===== config.mk =====
export PLATFORM = sky130hd
export DESIGN_NAME = cdou_top
export DESIGN_NICKNAME = d
export VERILOG_FILES = /design/src/rtl/cdou_top.v
export VERILOG_INCLUDE_DIRS = /design/src /design/src/common
export SDC_FILE = /design/constraint.sdc
export NUM_CORES = 1
export LEC_CHECK = 0
export ABC_AREA = 1
export CAP_MARGIN = 10
export CORE_ASPECT_RATIO = 0.75
export CORE_MARGIN = 3
export CORE_UTILIZATION = 48
export CTS_BUF_LIST = sky130_fd_sc_hd__clkbuf_4 sky130_fd_sc_hd__clkbuf_8
export CTS_CLUSTER_DIAMETER = 80
export DETAILED_ROUTE_END_ITERATION = 16
export DONT_BUFFER_PORTS = 1
export GPL_TIMING_DRIVEN = 1
export PLACE_DENSITY_LB_ADDON = 0.08
export SLEW_MARGIN = 15
export SYNTH_ARGS = -nofsm -noshare
export SYNTH_HDL_FRONTEND = slang
export SYNTH_SLANG_ARGS = --single-unit

===== constraint.sdc =====
create_clock -name aclk -period 2.2 [get_ports aclk]
set_clock_uncertainty 0.15 [all_clocks]
set_input_delay 0.33 -clock aclk [delete_from_list [all_inputs] [get_ports aclk]]
set_output_delay 0.33 -clock aclk [all_outputs]
set_load 0.005 [all_outputs]

===== src/common/cdou_regs.vh =====
// Register map, field positions, action codes, reset values and bus responses for the compare/dead time unit
`ifndef CDOU_REGS_VH
`define CDOU_REGS_VH
// Byte offsets on the AXI4-Lite bus
`define CDOU_OFF_CTRL     8'h00
`define CDOU_OFF_ACTION   8'h04
`define CDOU_OFF_FLAGS    8'h08
`define CDOU_OFF_IRQ_EN   8'h0c
`define CDOU_OFF_FORCE    8'h10
`define CDOU_OFF_DEADTIME 8'h14
`define CDOU_OFF_CMP_A    8'h18
`define CDOU_OFF_CMP_B    8'h1c
`define CDOU_OFF_CMP_C    8'h20
`define CDOU_OFF_CMP_D    8'h24
// Control register fields
`define CDOU_CTRL_WMS_LO  0
`define CDOU_CTRL_WMS_HI  1
`define CDOU_CTRL_PWM_A   2
`define CDOU_CTRL_PWM_B   3
`define CDOU_CTRL_PWM_D   4
`define CDOU_CTRL_INV     5
`define CDOU_CTRL_DTPS_LO 6
`define CDOU_CTRL_DTPS_HI 7
// Dead time register fields
`define CDOU_DT_RISE_LO   4
`define CDOU_DT_RISE_HI   7
`define CDOU_DT_FALL_LO   0
`define CDOU_DT_FALL_HI   3
// Action codes and modes
`define CDOU_ACT_NONE     2'h0
`define CDOU_ACT_COMP     2'h1
`define CDOU_ACT_CLEAR    2'h2
`define CDOU_ACT_SET      2'h3
`define CDOU_WMS_FAST     2'h0
// Reset values
`define CDOU_RST_CTRL     8'h00
`define CDOU_RST_ACTION   6'h00
`define CDOU_RST_DT       8'h00
`define CDOU_RST_CMP      10'h000
// Bus responses
`define CDOU_RESP_OKAY    2'h0
`define CDOU_RESP_SLVERR  2'h2
`endif


===== src/rtl/cdou_top.v =====
// Output compare, waveform, dead time and pin override logic with AXI4-Lite registers
// Behaviour
// - Compare counter with registers A, B, D, flag next tick
// - Set flag with enable requests its interrupt
// - Flag clears on service or written one
// - PWM modes buffer compare writes until top/bottom
// - Compare reads return most recently written value
// - Force strobe acts like match in normal mode only, no flag
// - Counter write blocks matches on next tick
// - Action bits unbuffered, effective next match
// - Three dead time generators, separate rise/fall delays
// - Complementary pair with dead time for PWM 01
// - Dead time prescaler divides by 1,2,4,8
// - Four-bit down counter holds rising transition
// - Rising edge loads rise field, falling fall
// - Zero dead time still lags one tick
// - Inversion makes both outputs high in gap
// - Normal mode output follows with one-tick delay
// - PWM other than 01 behaves like normal
// - Reset clears outputs; mode change keeps state
// - Active action overrides true port, pair mode comp port; direction stays
// - Action zero does nothing at a match
// - Normal mode action 1 toggles on match
// - Fast PWM: 2 normal, 3 inverted, 1 pair
`include "cdou_regs.vh"
module cdou_top #(
  parameter CW = 10
) (
  input  wire          aclk,
  input  wire          aresetn,
  input  wire [7:0]    s_axi_awaddr,
  input  wire          s_axi_awvalid,
  output reg           s_axi_awready,
  input  wire [31:0]   s_axi_wdata,
  input  wire [3:0]    s_axi_wstrb,
  input  wire          s_axi_wvalid,
  output reg           s_axi_wready,
  output reg  [1:0]    s_axi_bresp,
  output reg           s_axi_bvalid,
  input  wire          s_axi_bready,
  input  wire [7:0]    s_axi_araddr,
  input  wire          s_axi_arvalid,
  output reg           s_axi_arready,
  output reg  [31:0]   s_axi_rdata,
  output reg  [1:0]    s_axi_rresp,
  output reg           s_axi_rvalid,
  input  wire          s_axi_rready,
  input  wire          timer_tick,
  input  wire [CW-1:0] timer_count_value,
  input  wire          count_at_top,
  input  wire          count_at_bottom,
  input  wire          count_down,
  input  wire          count_write,
  input  wire [2:0]    irq_service,
  input  wire [2:0]    port_value_true,
  input  wire [2:0]    port_value_comp,
  input  wire [2:0]    compare_pin_direction,
  input  wire [2:0]    comp_pin_direction,
  output reg  [CW-1:0] compare_value_c,
  output reg  [2:0]    irq_request,
  output reg  [2:0]    pin_true_o,
  output reg  [2:0]    pin_true_oe,
  output reg  [2:0]    pin_comp_o,
  output reg  [2:0]    pin_comp_oe
);
  // Unit index 0..2 is A, B, D; compare arrays index 0..3 is A, B, C, D
  reg [7:0]    ctrl_r;
  reg [5:0]    action_r;
  reg [2:0]    match_flag_r;
  reg [2:0]    irq_en_r;
  reg [7:0]    dead_time_values_r;
  reg [CW-1:0] cmp_act_r [0:3];
  reg [CW-1:0] cmp_buf_r [0:3];
  reg [2:0]    hit_q_r;
  reg          block_r;
  reg [2:0]    force_r;
  reg [2:0]    raw_waveform_output_r;
  reg [2:0]    wave_prev_r;
  reg [3:0]    dt_cnt_r [0:2];
  reg [2:0]    compare_output_true_r;
  reg [2:0]    compare_output_comp_r;
  reg [2:0]    pre_cnt_r;
  reg [7:0]    aw_addr_r;
  reg [31:0]   w_data_r;
  reg [3:0]    w_strb_r;
  reg          aw_got_r;
  reg          w_got_r;
  wire [1:0] waveform_mode_select = ctrl_r[`CDOU_CTRL_WMS_HI:`CDOU_CTRL_WMS_LO];
  wire [1:0] nonoverlap_prescale_select = ctrl_r[`CDOU_CTRL_DTPS_HI:`CDOU_CTRL_DTPS_LO];
  wire [3:0] rise_delay_count = dead_time_values_r[`CDOU_DT_RISE_HI:`CDOU_DT_RISE_LO];
  wire [3:0] fall_delay_count = dead_time_values_r[`CDOU_DT_FALL_HI:`CDOU_DT_FALL_LO];
  wire       pair_inversion_enable = ctrl_r[`CDOU_CTRL_INV];
  wire [2:0] pulse_mode_enable = {ctrl_r[`CDOU_CTRL_PWM_D], ctrl_r[`CDOU_CTRL_PWM_B],
                                  ctrl_r[`CDOU_CTRL_PWM_A]};
  wire       pwm_any = |pulse_mode_enable;
  wire       fast_mode = (waveform_mode_select == `CDOU_WMS_FAST);
  // Transfer point of the buffered compare values: top for single slope, bottom for dual
  wire xfer = timer_tick & pwm_any & (fast_mode ? count_at_top : count_at_bottom);
  // Write strobe and decode of the pending bus write
  wire do_write = aw_got_r & w_got_r & ~s_axi_bvalid;
  // Byte-lane merge into a compare word; lanes above the compare width are dropped
  function [CW-1:0] lane_merge;
    input [CW-1:0] old_v;
    input [31:0]   new_v;
    input [3:0]    strb;
    integer k;
    reg [31:0] t;
    begin
      t = {{(32-CW){1'b0}}, old_v};
      for (k = 0; k < 4; k = k + 1) begin
        t[k*8 +: 8] = strb[k] ? new_v[k*8 +: 8] : t[k*8 +: 8];
      end
      lane_merge = t[CW-1:0];
    end
  endfunction
  // Address decode shared by the read and write paths
  function mapped;
    input [7:0] a;
    begin
      mapped = (a == `CDOU_OFF_CTRL) | (a == `CDOU_OFF_ACTION) | (a == `CDOU_OFF_FLAGS) |
               (a == `CDOU_OFF_IRQ_EN) | (a == `CDOU_OFF_FORCE) |
               (a == `CDOU_OFF_DEADTIME) | (a == `CDOU_OFF_CMP_A) |
               (a == `CDOU_OFF_CMP_B) | (a == `CDOU_OFF_CMP_C) | (a == `CDOU_OFF_CMP_D);
    end
  endfunction
  // Next waveform level for one unit given a match or forced match
  function wave_next;
    input       cur;
    input       pwm;
    input [1:0] act;
    input       hit;
    input       wrap;
    input       fast;
    input       down;
    begin
      wave_next = cur;
      if (!pwm) begin
        if (hit) begin
          case (act)
            `CDOU_ACT_COMP:  wave_next = ~cur;
            `CDOU_ACT_CLEAR: wave_next = 1'b0;
            `CDOU_ACT_SET:   wave_next = 1'b1;
            default:         wave_next = cur;
          endcase
        end
      end else if (act != `CDOU_ACT_NONE) begin
        // Fast PWM: 2 and 1 clear on match, 3 sets; the opposite at wrap
        if (fast && wrap) begin
          wave_next = (act != `CDOU_ACT_SET);
        end
        if (hit) begin
          wave_next = (act == `CDOU_ACT_SET) ^ (~fast & down);
        end
      end
    end
  endfunction
  // Match pulses of units A, B, D in this tick; a counter write blocks them
  wire [2:0] hit_now;
  assign hit_now[0] = timer_tick & ~block_r & (timer_count_value == cmp_act_r[0]);
  assign hit_now[1] = timer_tick & ~block_r & (timer_count_value == cmp_act_r[1]);
  assign hit_now[2] = timer_tick & ~block_r & (timer_count_value == cmp_act_r[3]);
  // Dead time clock enable: every 1, 2, 4 or 8 timer ticks
  wire [2:0] pre_mask = (3'h1 << nonoverlap_prescale_select) - 3'h1;
  wire       dt_en = timer_tick & ((pre_cnt_r & pre_mask) == 3'h0);
  // Units in complementary dead time mode
  wire [2:0] pair_mode;
  assign pair_mode[0] = pulse_mode_enable[0] & (action_r[1:0] == `CDOU_ACT_COMP);
  assign pair_mode[1] = pulse_mode_enable[1] & (action_r[3:2] == `CDOU_ACT_COMP);
  assign pair_mode[2] = pulse_mode_enable[2] & (action_r[5:4] == `CDOU_ACT_COMP);
  integer i;
  // AXI4-Lite write channel: address and data taken in either order
  always @(posedge aclk) begin
    if (!aresetn) begin
      s_axi_awready <= 1'b0;
      s_axi_wready  <= 1'b0;
      s_axi_bvalid  <= 1'b0;
      s_axi_bresp   <= `CDOU_RESP_OKAY;
      aw_got_r      <= 1'b0;
      w_got_r       <= 1'b0;
      aw_addr_r     <= 8'h00;
      w_data_r      <= 32'h0000_0000;
      w_strb_r      <= 4'h0;
    end else begin
      s_axi_awready <= ~aw_got_r & ~(s_axi_awvalid & s_axi_awready);
      s_axi_wready  <= ~w_got_r & ~(s_axi_wvalid & s_axi_wready);
      if (s_axi_awvalid && s_axi_awready) begin
        aw_got_r  <= 1'b1;
        aw_addr_r <= s_axi_awaddr;
      end
      if (s_axi_wvalid && s_axi_wready) begin
        w_got_r  <= 1'b1;
        w_data_r <= s_axi_wdata;
        w_strb_r <= s_axi_wstrb;
      end
      if (do_write) begin
        s_axi_bvalid <= 1'b1;
        s_axi_bresp  <= mapped(aw_addr_r) ? `CDOU_RESP_OKAY : `CDOU_RESP_SLVERR;
      end
      if (s_axi_bvalid && s_axi_bready) begin
        s_axi_bvalid <= 1'b0;
        aw_got_r     <= 1'b0;
        w_got_r      <= 1'b0;
      end
    end
  end

  // AXI4-Lite read channel: one read at a time, answer one cycle after the address
  always @(posedge aclk) begin
    if (!aresetn) begin
      s_axi_arready <= 1'b0;
      s_axi_rvalid  <= 1'b0;
      s_axi_rdata   <= 32'h0000_0000;
      s_axi_rresp   <= `CDOU_RESP_OKAY;
    end else begin
      s_axi_arready <= ~s_axi_rvalid & ~(s_axi_arvalid & s_axi_arready);
      if (s_axi_arvalid && s_axi_arready) begin
        s_axi_rvalid <= 1'b1;
        s_axi_rresp  <= mapped(s_axi_araddr) ? `CDOU_RESP_OKAY : `CDOU_RESP_SLVERR;
        case (s_axi_araddr)
          `CDOU_OFF_CTRL:     s_axi_rdata <= {24'h000000, ctrl_r};
          `CDOU_OFF_ACTION:   s_axi_rdata <= {26'h0000000, action_r};
          `CDOU_OFF_FLAGS:    s_axi_rdata <= {29'h00000000, match_flag_r};
          `CDOU_OFF_IRQ_EN:   s_axi_rdata <= {29'h00000000, irq_en_r};
          `CDOU_OFF_DEADTIME: s_axi_rdata <= {24'h000000, dead_time_values_r};
          // Buffered copy always holds the latest write
          `CDOU_OFF_CMP_A:    s_axi_rdata <= {{(32-CW){1'b0}}, cmp_buf_r[0]};
          `CDOU_OFF_CMP_B:    s_axi_rdata <= {{(32-CW){1'b0}}, cmp_buf_r[1]};
          `CDOU_OFF_CMP_C:    s_axi_rdata <= {{(32-CW){1'b0}}, cmp_buf_r[2]};
          `CDOU_OFF_CMP_D:    s_axi_rdata <= {{(32-CW){1'b0}}, cmp_buf_r[3]};
          default:            s_axi_rdata <= 32'h0000_0000;
        endcase
      end
      if (s_axi_rvalid && s_axi_rready) begin
        s_axi_rvalid <= 1'b0;
      end
    end
  end

  // Software registers; action bits take effect at once, with no buffering
  always @(posedge aclk) begin
    if (!aresetn) begin
      ctrl_r             <= `CDOU_RST_CTRL;
      action_r           <= `CDOU_RST_ACTION;
      irq_en_r           <= 3'h0;
      dead_time_values_r <= `CDOU_RST_DT;
      force_r            <= 3'h0;
    end else begin
      force_r <= 3'h0;
      if (do_write && w_strb_r[0]) begin
        case (aw_addr_r)
          `CDOU_OFF_CTRL:     ctrl_r <= w_data_r[7:0];
          `CDOU_OFF_ACTION:   action_r <= w_data_r[5:0];
          `CDOU_OFF_IRQ_EN:   irq_en_r <= w_data_r[2:0];
          `CDOU_OFF_DEADTIME: dead_time_values_r <= w_data_r[7:0];
          `CDOU_OFF_FORCE:    force_r <= w_data_r[2:0] & ~pulse_mode_enable;
          default:            ctrl_r <= ctrl_r;
        endcase
      end
    end
  end

  // Compare registers: direct in normal mode, through the buffer in PWM modes
  always @(posedge aclk) begin
    if (!aresetn) begin
      for (i = 0; i < 4; i = i + 1) begin
        cmp_act_r[i] <= `CDOU_RST_CMP;
        cmp_buf_r[i] <= `CDOU_RST_CMP;
      end
      compare_value_c <= `CDOU_RST_CMP;
    end else begin
      for (i = 0; i < 4; i = i + 1) begin
        if (xfer) begin
          cmp_act_r[i] <= cmp_buf_r[i];
        end
        if (do_write && (aw_addr_r == (`CDOU_OFF_CMP_A + 8'h04 * i[7:0]))) begin
          cmp_buf_r[i] <= lane_merge(cmp_buf_r[i], w_data_r, w_strb_r);
          if (!pwm_any) begin
            cmp_act_r[i] <= lane_merge(cmp_act_r[i], w_data_r, w_strb_r);
          end
        end
      end
      compare_value_c <= cmp_act_r[2];
    end
  end
  // Match flags: set one tick after the match; set wins over any clear
  always @(posedge aclk) begin
    if (!aresetn) begin
      hit_q_r      <= 3'h0;
      match_flag_r <= 3'h0;
      block_r      <= 1'b0;
      irq_request  <= 3'h0;
    end else begin
      if (count_write) begin
        block_r <= 1'b1;
      end else if (timer_tick) begin
        block_r <= 1'b0;
      end
      if (timer_tick) begin
        hit_q_r <= hit_now;
      end
      for (i = 0; i < 3; i = i + 1) begin
        if (timer_tick && hit_q_r[i]) begin
          match_flag_r[i] <= 1'b1;
        end else if (irq_service[i] ||
                     (do_write && w_strb_r[0] && aw_addr_r == `CDOU_OFF_FLAGS &&
                      w_data_r[i])) begin
          match_flag_r[i] <= 1'b0;
        end
      end
      irq_request <= match_flag_r & irq_en_r;
    end
  end

  // Waveform generators; state survives mode changes, only reset clears it
  always @(posedge aclk) begin
    if (!aresetn) begin
      raw_waveform_output_r <= 3'h0;
    end else begin
      raw_waveform_output_r[0] <= wave_next(raw_waveform_output_r[0], pulse_mode_enable[0],
                                 action_r[1:0], hit_now[0] | force_r[0],
                                 timer_tick & count_at_top, fast_mode, count_down);
      raw_waveform_output_r[1] <= wave_next(raw_waveform_output_r[1], pulse_mode_enable[1],
                                 action_r[3:2], hit_now[1] | force_r[1],
                                 timer_tick & count_at_top, fast_mode, count_down);
      raw_waveform_output_r[2] <= wave_next(raw_waveform_output_r[2], pulse_mode_enable[2],
                                 action_r[5:4], hit_now[2] | force_r[2],
                                 timer_tick & count_at_top, fast_mode, count_down);
    end
  end

  // Dead time prescaler counts timer ticks
  always @(posedge aclk) begin
    if (!aresetn) begin
      pre_cnt_r <= 3'h0;
    end else if (timer_tick) begin
      pre_cnt_r <= pre_cnt_r + 3'h1;
    end
  end

  // Dead time generators: both outputs drop on an edge, the rising one waits for zero
  always @(posedge aclk) begin
    if (!aresetn) begin
      wave_prev_r           <= 3'h0;
      compare_output_true_r <= 3'h0;
      compare_output_comp_r <= 3'h0;
      for (i = 0; i < 3; i = i + 1) begin
        dt_cnt_r[i] <= 4'h0;
      end
    end else if (timer_tick) begin
      for (i = 0; i < 3; i = i + 1) begin
        wave_prev_r[i] <= raw_waveform_output_r[i];
        if (!pair_mode[i]) begin
          // Plain synchroniser stage, one tick behind the waveform
          dt_cnt_r[i]              <= 4'h0;
          compare_output_true_r[i] <= raw_waveform_output_r[i];
          compare_output_comp_r[i] <= ~raw_waveform_output_r[i];
        end else if (raw_waveform_output_r[i] != wave_prev_r[i]) begin
          dt_cnt_r[i] <= raw_waveform_output_r[i] ? rise_delay_count
                                                  : fall_delay_count;
          compare_output_true_r[i] <= 1'b0;
          compare_output_comp_r[i] <= 1'b0;
        end else if (dt_cnt_r[i] != 4'h0) begin
          if (dt_en) begin
            dt_cnt_r[i] <= dt_cnt_r[i] - 4'h1;
          end
        end else begin
          compare_output_true_r[i] <= raw_waveform_output_r[i];
          compare_output_comp_r[i] <= ~raw_waveform_output_r[i];
        end
      end
    end
  end

  // Pin stage: override the true port value when the unit's action is active, the comp value in pair mode
  always @(posedge aclk) begin
    if (!aresetn) begin
      pin_true_o  <= 3'h0;
      pin_comp_o  <= 3'h0;
      pin_true_oe <= 3'h0;
      pin_comp_oe <= 3'h0;
    end else begin
      for (i = 0; i < 3; i = i + 1) begin
        // Direction stays with the port; the value only shows when driven
        pin_true_oe[i] <= compare_pin_direction[i];
        pin_comp_oe[i] <= comp_pin_direction[i];
        pin_true_o[i] <= (action_r[2*i +: 2] != `CDOU_ACT_NONE) ?
                         (compare_output_true_r[i] ^ (pair_mode[i] & pair_inversion_enable)) :
                         port_value_true[i];
        pin_comp_o[i] <= pair_mode[i] ? (compare_output_comp_r[i] ^ pair_inversion_enable) :
                         port_value_comp[i];
      end
    end
  end
endmodule


==> impl_metrics.toml, run 1 <==
[synth]
synth_top_family_by_area = "simple AND/OR/NAND/NOR gates"
synth.mux.area_fraction = 0
synth_edf_count = 92
synth.distinct_cells = 47
syn-cell-area_um2 = 9930
synth_top_area_cell = "edfxtp_1"
ys_ff_latch = 206
synth_top_cell_area_share = 0.278
synthFlopType = "dfxtp_1"
synth_xor_area_frac = 0.00970
synth_compound_area_frac = 0.160
yosysSeqAreaShare = 0.508
syn_area_per_cell_um2 = 8.23
synth-simple-area-share = 0.194
synth.most_common_cell = "nand2_1"
postSynth.asyncResetShare = 0
synth_common_cells = "216 x nand2_1, 179 x inv_1, 123 x nor2_1"
synthCells = 1207
synth_warnings = 0
synth_area_leaders = "edfxtp_1 28%, dfxtp_1 23%, nand2_1 8.2%"
synthAdderAreaFrac = 0.0126

[drt]
antenna_left = 0
wl_per_cell_um = 18.8
vias = 8449
first_iter_violations = 1007
route.detailed.drc = 0
firstDrtPassIters = 5
routed_via_density = 5.33
drt_wl_total_um = 29700

[grt]
grt_max_degree = 74
grt_usage = 0.261
grt_pass1_vias = 7560
antenna_found_initial = 0
overflow = 0
grt_pass1_wl_um = 44100

[pwr]
clockPowerShare = 0.437
p_per_area_nw_per_um2 = 730
p_switching_mw = 2.04
p_sw_frac = 0.238
power_leakage_nw = 4.93
internal_power_mw = 6.54
pwr-share-comb = 0.073
ir_drop_v = 0.000430
seqPwrFrac = 0.490

[clock_tree]
cts_setup_buffers = 0
cts_tree = "yes"
cts-buffers-inserted = 35
cts_buffer_depth = 3
path_clk_slew_ns = 0.06
insertion_delay_ns = 0.52
cts_sinks = 206
htreeDepth = 2
root_buffer = "clkbuf_8"

[floorplanning]
initial_core_util = 0.501
core_um2 = 19800
rows = 44
dieArea_um2 = 22500
die_w_um = 172
io_pins = 155
die_y_um = 131

[placement]
port_buffers = 0
dp_hpwl_um = 21700
place_ws_ns = 0.0683
gp_congestion = 0.960
dp.cells = 1471

[critical_path]
r2r_slack_ns = 0.11
worst_setup_path_end_kind = "flip-flop"
crit_arrival_ns = 2.34
r2r_start = "aw_addr_r[5]$_SDFFE_PN0P_"
r2r_end = "match_flag_r[2]$_SDFFE_PN0P_"
path_class = "flip-flop to flip-flop"
cp_max_fo = 4
worstPathRequired_ns = 2.45
r2r_cells = 7
start_kind = "flip-flop"

[worst_hold_path]
min-delay-start = "aresetn"
hp-class = "input pin to flip-flop"
whs_endpoint = "cmp_buf_r[3][3]$_SDFFCE_PN0P_"
hold-path-cell-count = 2

[finish]
multiInputGateArea_um2 = 3870
area_growth_pct = 18.4
final_cells = 1584
fin_nets = 1405
drive_above_1_share = 0.143
seq_area_um2 = 5050
fill_cells = 1809
antennaDiodeCount = 0

[sta]
whs_ns = 0.0379
report.final.slew_viol_count = 0
fin_crit_sh = 0.950
worst_slack_ns = 0.111
timing.fmax_mhz = 479
layout_min_cycle_time_ns = 2.09
maxSlewHeadroom = 0.547
finalHoldViolations = 0
tightest_slew_ns = 0.677
finalSetupViolCount = 0

[run]
drv_cap = 0

[outcome]
status = "finished clean"
## power groups by stage
stage               Clock, mW  Combinational [mW]  Sequential, mW
floorplan                   0               0.397            4.25
detailed placement          0               0.513            4.28
finish                   3.75               0.630            4.20
global route             4.00               0.694            4.21
global placement            0               0.507            4.28
CTS                      3.81               0.610            4.20
## worst max path at each step
stage                                               start                            end  slack, ns
CTS                             aw_addr_r[0]$_SDFFE_PN0P_  cmp_act_r[1][8]$_SDFFCE_PN0P_       0.03
detailed placement              aw_addr_r[0]$_SDFFE_PN0P_  cmp_act_r[0][9]$_SDFFCE_PN0P_       0.07
finish                          aw_addr_r[5]$_SDFFE_PN0P_   match_flag_r[2]$_SDFFE_PN0P_       0.11
floorplan           raw_waveform_output_r[2]$_SDFFE_PN0P_   dt_cnt_r[2][0]$_SDFFCE_PN0P_       0.06
global placement                aw_addr_r[0]$_SDFFE_PN0P_  cmp_act_r[0][7]$_SDFFCE_PN0P_       0.12
global route                    aw_addr_r[0]$_SDFFE_PN0P_  cmp_act_r[0][9]$_SDFFCE_PN0P_     -0.003
## metal layers
layer,vias to the layer above,global-route usage,share of wire,routed length [um]
met3,39,0.0773,0.13,3870
met4,0,0.0521,0.014,410
met5,-,0,0,0
li1,4132,-,-,-
met1,3803,0.415,0.48,14100
met2,475,0.349,0.38,11300
## area by class of cell
type / count / area share
inverter: 211 / 0.0676
multi-input combinational: 752 / 0.329
tap: 253 / 0.0269
clock buffer: 55 / 0.0612
sequential: 206 / 0.429
clock inverter: 7 / 0.00511
timing repair buffer: 100 / 0.0807
## layout by cell type (no fill, tap or decap), types with 19 or more instances in the layout
| master | Yosys | layout |
|---|---|---|
| o21ai_1 | 22 | 23 |
| dlygate4sd3_1 | 0 | 49 |
| nand3_1 | 41 | 39 |
| nor3_1 | 23 | 19 |
| inv_1 | 179 | 179 |
| nor2_1 | 123 | 118 |
| o21ai_0 | 85 | 84 |
| clkbuf_8 | 0 | 49 |
| buf_4 | 24 | 45 |
| nand2_1 | 216 | 216 |
| dfxtp_1 | 114 | 113 |
| edfxtp_1 | 92 | 92 |
| o22ai_1 | 47 | 47 |
| a21oi_1 | 75 | 75 |
| conb_1 | 1 | 24 |
| inv_2 | 21 | 21 |
## through the flow
step | TNS, ns | util | total power, mW | cell area (um2)
after global placement | 0 | 0.525 | 4.79 | 10400
after CTS | 0 | 0.591 | 8.62 | 11700
after detailed placement | 0 | 0.525 | 4.79 | 10400
after floorplan | 0 | - | 4.65 | 10000
final | 0 | 0.593 | 8.58 | 11800
after global routing | -0.0191 | 0.593 | 8.91 | 11800
## worst max-delay path, stage by stage (launching register included)
cell	delay [ns]
dfxtp_1	0.30
inv_1	0.15
nand2_1	0.13
nor2_1	0.28
nand3_2	0.21
nor2_1	0.13
o31ai_1	0.07
dlygate4sd3_1	0.55
## timing repair
action                                  CTS  global route
hold buffers                             51             0
endpoints found under the setup margin    0            39
endpoints found under the hold margin   106             0
gates resized for setup                   0            13
## kinds of logic after synthesis
| family | count (synthesis) |
|---|---|
| simple gates | 436 |
| buf+inv | 272 |
| compound gates | 271 |
| flops | 206 |
| xor+xnor | 11 |
| fa+ha+maj | 10 |
| other cells | 1 |
## registers in the layout, indices dropped and copies added (netlist names), 6 cells and up
register / flops
compare_value_c: 10
aw_addr_r: 8
ctrl_r: 8
cmp_buf_r: 40
s_axi_rdata: 10
dt_cnt_r: 12
action_r: 6
dead_time_values_r: 8
cmp_act_r: 40
w_data_r: 10
Note: power is estimated with default switching activity, not from simulation.
==> run 2: changes to the inputs <==
--- a/config.mk
+++ b/config.mk
@@ -8,7 +8,6 @@
 export LEC_CHECK = 0
 export ABC_AREA = 1
 export CAP_MARGIN = 10
-export CORE_ASPECT_RATIO = 0.75
 export CORE_MARGIN = 3
 export CORE_UTILIZATION = 48
 export CTS_BUF_LIST = sky130_fd_sc_hd__clkbuf_4 sky130_fd_sc_hd__clkbuf_8
==> run 2 against run 1 <==
Final cell count grew 1.3%. Core utilization shrank 0.092 points. Highest routed layer unchanged. Largest cell class unchanged. Sequential power is essentially flat. Flip-flop and latch count is the same. Non-clock buffer count grew 6. Global-route usage shrank 0.58 points. Worst setup slack lost 0.035 ns. Register-to-register slack lost 0.03 ns. Combinational power shrank 1%. Hold slack lost 0.018 ns. Power shrank 1.7%.
==> impl_metrics.toml, run 2 (synthesized netlist as in run 1, its figures left out) <==
[clock_tree]
root_buffer = "clkbuf_8"
path_clk_slew_ns = 0.06
htreeDepth = 2
cts-buffers-inserted = 37
cts_sinks = 206
cts_buffer_depth = 3
cts_tree = "yes"
insertion_delay_ns = 0.52

[floorplanning]
core_um2 = 19900
rows = 51
initial_core_util = 0.499
io_pins = 155
dieArea_um2 = 22400
die_w_um = 150
die_y_um = 150

[sta]
layout_min_cycle_time_ns = 2.12
fin_crit_sh = 0.965
maxSlewHeadroom = 0.546
report.final.slew_viol_count = 0
finalHoldViolations = 0
tightest_slew_ns = 0.680
whs_ns = 0.0203
finalSetupViolCount = 0
timing.fmax_mhz = 471
rsz0062_at_grt = "yes"

[finish]
final_util = 0.592
fill_cells = 1837
reg_top3 = "cmp_act_r x40, cmp_buf_r x40, dt_cnt_r x12"
drive_above_1_share = 0.146
fin_nets = 1413
final_cell_mix = "215 x nand2_1, 176 x inv_1, 121 x nor2_1, 112 x dfxtp_1, 92 x edfxtp_1"
layout_commonest_cell = "nand2_1"
area_growth_pct = 18.8
antennaDiodeCount = 0

[critical_path]
cp_slowest_cell = "dlygate4sd3_1"
worst_setup_path_end_kind = "flip-flop"
slowest_delay_ns = 0.57
worstPathRequired_ns = 2.45
start_kind = "flip-flop"
path_buf_inv = 3
worstPathCellList = "inv_2 -> nor3_4 -> nand3_1 -> nand2_1 -> dlygate4sd3_1 -> inv_1 -> o21ai_0 -> a31oi_1"
cp_max_fo = 5
crit_arrival_ns = 2.38
path_delay_family = "buffers and inverters"
path_class = "flip-flop to flip-flop"

[drt]
first_iter_violations = 783
firstDrtPassIters = 7
route.detailed.drc = 0
wl_per_cell_um = 18.0
vias = 8409
wl_met1_um = 13300
routed.top_layer = "met4"
drt_wl_total_um = 28800
routed_via_density = 5.24
wl_met3_um = 2670
met2_length_um = 11800
antenna_left = 0

[pwr]
p_sw_frac = 0.236
pwr-share-comb = 0.074
p_per_area_nw_per_um2 = 716
clockPowerShare = 0.428
p_switching_mw = 1.99
ir_drop_v = 0.000433
power_leakage_nw = 4.94
seqPwrFrac = 0.498
internal_power_mw = 6.44

[grt]
grt_pass1_wl_um = 43800
grt_pass1_vias = 7754
overflow = 0
grt_usage = 0.256
grt_max_degree = 73
antenna_found_initial = 0

[placement]
port_buffers = 0
dp_hpwl_um = 20700
gp_congestion = 0.969

[worst_hold_path]
hp-class = "input pin to flip-flop"

[outcome]
status = "finished clean"

[run]
drv_cap = 0
## run 2: cell count changes in the layout (fill, tap and decap cells not counted), sizes merged
cell         change
clkbuf           +5
buf              +4
clkinv           -2
dlygate4sd3      +2
bufinv           -1
clkinvlp         +1
## run 2: layer usage
| metal | track usage | up-vias |
|---|---|---|
| met5 | 0 | - |
| met4 | 0.0897 | 0 |
| met3 | 0.0527 | 60 |
| met2 | 0.362 | 387 |
| met1 | 0.387 | 3818 |
| li1 | - | 4144 |
## run 2: power groups by stage
stage,clock network (mW),logic [mW],registers [mW]
2_1_floorplan,0,0.397,4.25
3_3_place_gp,0,0.498,4.28
3_5_place_dp,0,0.504,4.28
4_1_cts,3.67,0.606,4.20
5_1_grt,3.86,0.691,4.22
6_report,3.61,0.623,4.20
## run 2: worst reg2reg max path: stages, from the launching register on
cell and delay [ns]:
dfxtp_1 0.43, inv_2 0.12, nor3_4 0.26, nand3_1 0.13
nand2_1 0.08, dlygate4sd3_1 0.57, inv_1 0.07, o21ai_0 0.14
a31oi_1 0.05
## run 2: worst paths after layout
check	startpoint	endpoint	slack (ns)	cells after the start
max	ctrl_r[2]$_SDFFE_PN0P_	compare_output_comp_r[0]$_SDFFE_PN0P_	0.08	8
min	aresetn	dt_cnt_r[1][0]$_SDFFCE_PN0P_	0.02	1
max reg2reg	ctrl_r[2]$_SDFFE_PN0P_	compare_output_comp_r[0]$_SDFFE_PN0P_	0.08	8
min reg2reg	cmp_act_r[2][4]$_SDFFCE_PN0P_	compare_value_c[4]$_SDFF_PN0_	0.28	2
## run 2: final cells by class
cell class | count | area, um2 | area share
Multi-Input combinational cell | 752 | 3880 | 0.329
Inverter | 211 | 795 | 0.0674
Tap cell | 265 | 332 | 0.0281
Sequential cell | 206 | 5050 | 0.428
Timing Repair Buffer | 106 | 981 | 0.0832
Clock buffer | 60 | 732 | 0.0621
Clock inverter | 5 | 25.0 | 0.00212
## run 2: timing repair
action | 4_1_cts | 5_1_grt
endpoints found under the hold margin | 107 | 0
resized for setup | 1 | 19
endpoints found under the setup margin | 3 | 40
setup buffers | 0 | 6
hold buffers | 53 | 0
pin swaps | 0 | 4
gates cloned | 0 | 0
## run 2: per-stage QoR
step | std cells | worst slack, ns | cell area [um2] | power [mW] | TNS (ns)
final | 1605 | 0.0760 | 11800 | 8.44 | 0
after global routing | 1605 | -0.0305 | 11800 | 8.76 | -0.330
after CTS | 1599 | 0.0119 | 11700 | 8.48 | 0
after detailed placement | 1481 | 0.0290 | 10400 | 4.79 | 0
after global placement | 1481 | 0.0248 | 10400 | 4.78 | 0
after floorplan | 1230 | 0.0594 | 10000 | 4.65 | 0
==> run 3: changes to the inputs <==
--- a/config.mk
+++ b/config.mk
@@ -8,7 +8,7 @@
 export LEC_CHECK = 0
 export ABC_AREA = 1
 export CAP_MARGIN = 10
-export CORE_MARGIN = 3
+export CORE_MARGIN = 2
 export CORE_UTILIZATION = 48
 export CTS_BUF_LIST = sky130_fd_sc_hd__clkbuf_4 sky130_fd_sc_hd__clkbuf_8
 export CTS_CLUSTER_DIAMETER = 80
==> run 3 against run 2 <==
Largest cell class unchanged. Power is 0.46% lower. Highest routed layer unchanged. Maximum frequency increased by 1.6%. First-iteration DRC count fell by 17%.
==> impl_metrics.toml, run 3 (synthesized netlist as in run 1, its figures left out) <==
[outcome]
status = "finished clean"

[placement]
dp.cells = 1487
place_area_um2 = 10400
dp_hpwl_um = 20700
gp_congestion = 0.949
place_ws_ns = 0.0851
port_buffers = 0

[finish]
final_util = 0.574
layout_commonest_cell = "nand2_1"
seq_area_um2 = 5040
final_area_um2 = 11700
fin_nets = 1406
drive_above_1_share = 0.140
reg_top3 = "cmp_act_r x40, cmp_buf_r x40, dt_cnt_r x12"
area_growth_pct = 17.4
final_cell_mix = "216 x nand2_1, 177 x inv_1, 120 x nor2_1, 114 x dfxtp_1, 92 x edfxtp_1"
multiInputGateArea_um2 = 3850
antennaDiodeCount = 0
final_cells = 1604
fill_cells = 1904

[worst_hold_path]
hp-class = "input pin to flip-flop"

[grt]
met2_usage = 0.372
overflow = 0
grtUsageMet3 = 0.0657
grt_pass1_wl_um = 43300
grt_usage = 0.262
busiest_layer = "met1"
grt_max_degree = 75
grt_pass1_vias = 7674
antenna_found_initial = 0
grt_use_met1 = 0.378

[sta]
tightest_slew_ns = 0.667
layout_min_cycle_time_ns = 2.09
whs_ns = 0.0259
report.final.slew_viol_count = 0
fin_setup_tns_ns = 0
maxSlewHeadroom = 0.555
finalHoldViolations = 0
worst_slack_ns = 0.110
timing.fmax_mhz = 478
fin_crit_sh = 0.950
finalSetupViolCount = 0
rsz0062_at_grt = "no"

[clock_tree]
root_buffer = "clkbuf_8"
cts_tree = "yes"
cts-buffers-inserted = 38
path_clk_slew_ns = 0.06
cts_buffer_depth = 3
cts_setup_buffers = 0
insertion_delay_ns = 0.53
htreeDepth = 2
cts_sinks = 206

[floorplanning]
die_y_um = 148
io_pins = 155
die_w_um = 148
core_um2 = 20300
rows = 52
initial_core_util = 0.489
dieArea_um2 = 21900

[pwr]
power_leakage_nw = 4.88
finalPower_mw = 8.40
p_per_area_nw_per_um2 = 720
ir_drop_v = 0.000436

[critical_path]
path_class = "flip-flop to flip-flop"
cp_max_fo = 5
slowest_delay_ns = 0.35
start_kind = "flip-flop"
worst_setup_path_end_kind = "flip-flop"
worstPathRequired_ns = 2.22
worstPathCellList = "or2_4 -> nor2_4 -> nand2_2 -> nor4_4 -> inv_2 -> nor2_4 -> nand2_2 -> o21ai_0"
cp_slowest_cell = "o21ai_0"
crit_arrival_ns = 2.11

[drt]
wl_per_cell_um = 17.8
drt_wl_total_um = 28600
first_iter_violations = 649
antenna_left = 0
route.detailed.drc = 0
routed_via_density = 5.24
vias = 8398
firstDrtPassIters = 5

[run]
drv_cap = 0
[run 3: final cells by class]
class / instances / share of cell area
clock buffer: 59 / 0.0611
clock inverter: 8 / 0.00333
inverter: 211 / 0.0681
multi-input combinational: 752 / 0.330
sequential: 206 / 0.433
tap: 270 / 0.0290
timing repair buffer: 98 / 0.0755
[run 3: final timing paths]
check | start | to | slack, ns | cells past startpoint
worst min-delay path | aresetn | cmp_buf_r[2][2]$_SDFFCE_PN0P_ | 0.03 | 2
worst max register to register | aw_addr_r[0]$_SDFFE_PN0P_ | cmp_act_r[3][8]$_DFFE_PP_ | 0.11 | 8
worst max-delay path | aw_addr_r[0]$_SDFFE_PN0P_ | cmp_act_r[3][8]$_DFFE_PP_ | 0.11 | 8
worst min register to register | cmp_act_r[2][6]$_SDFFCE_PN0P_ | compare_value_c[6]$_SDFF_PN0_ | 0.29 | 2
[run 3: critical path, delay by kind of cell, from the launching register on]
kind	cells	cell delay, ns
AO/OA/AOI/OAI	1	0.35
buffers and inverters	1	0.08
flip-flops	1	0.30
AND/OR/NAND/NOR	6	0.84
[run 3: where the power goes]
part	switching [mW]	leakage (nW)	internal [mW]
Combinational	0.394	2.59	0.221
Clock	1.53	0.403	2.05
Sequential	0.0820	1.89	4.12
Total	2.01	4.88	6.39
[run 3: repair_timing]
item	CTS	global route
gates resized for setup	0	9
setup endpoints to repair	0	31
hold buffers	50	0
hold endpoints to repair	107	0
[run 3: routing by layer]
layer  wire length [um]  part of all wire
met1              13100              0.46
met2              11700              0.41
met3               2670             0.093
met4               1100             0.038
met5                  0                 0
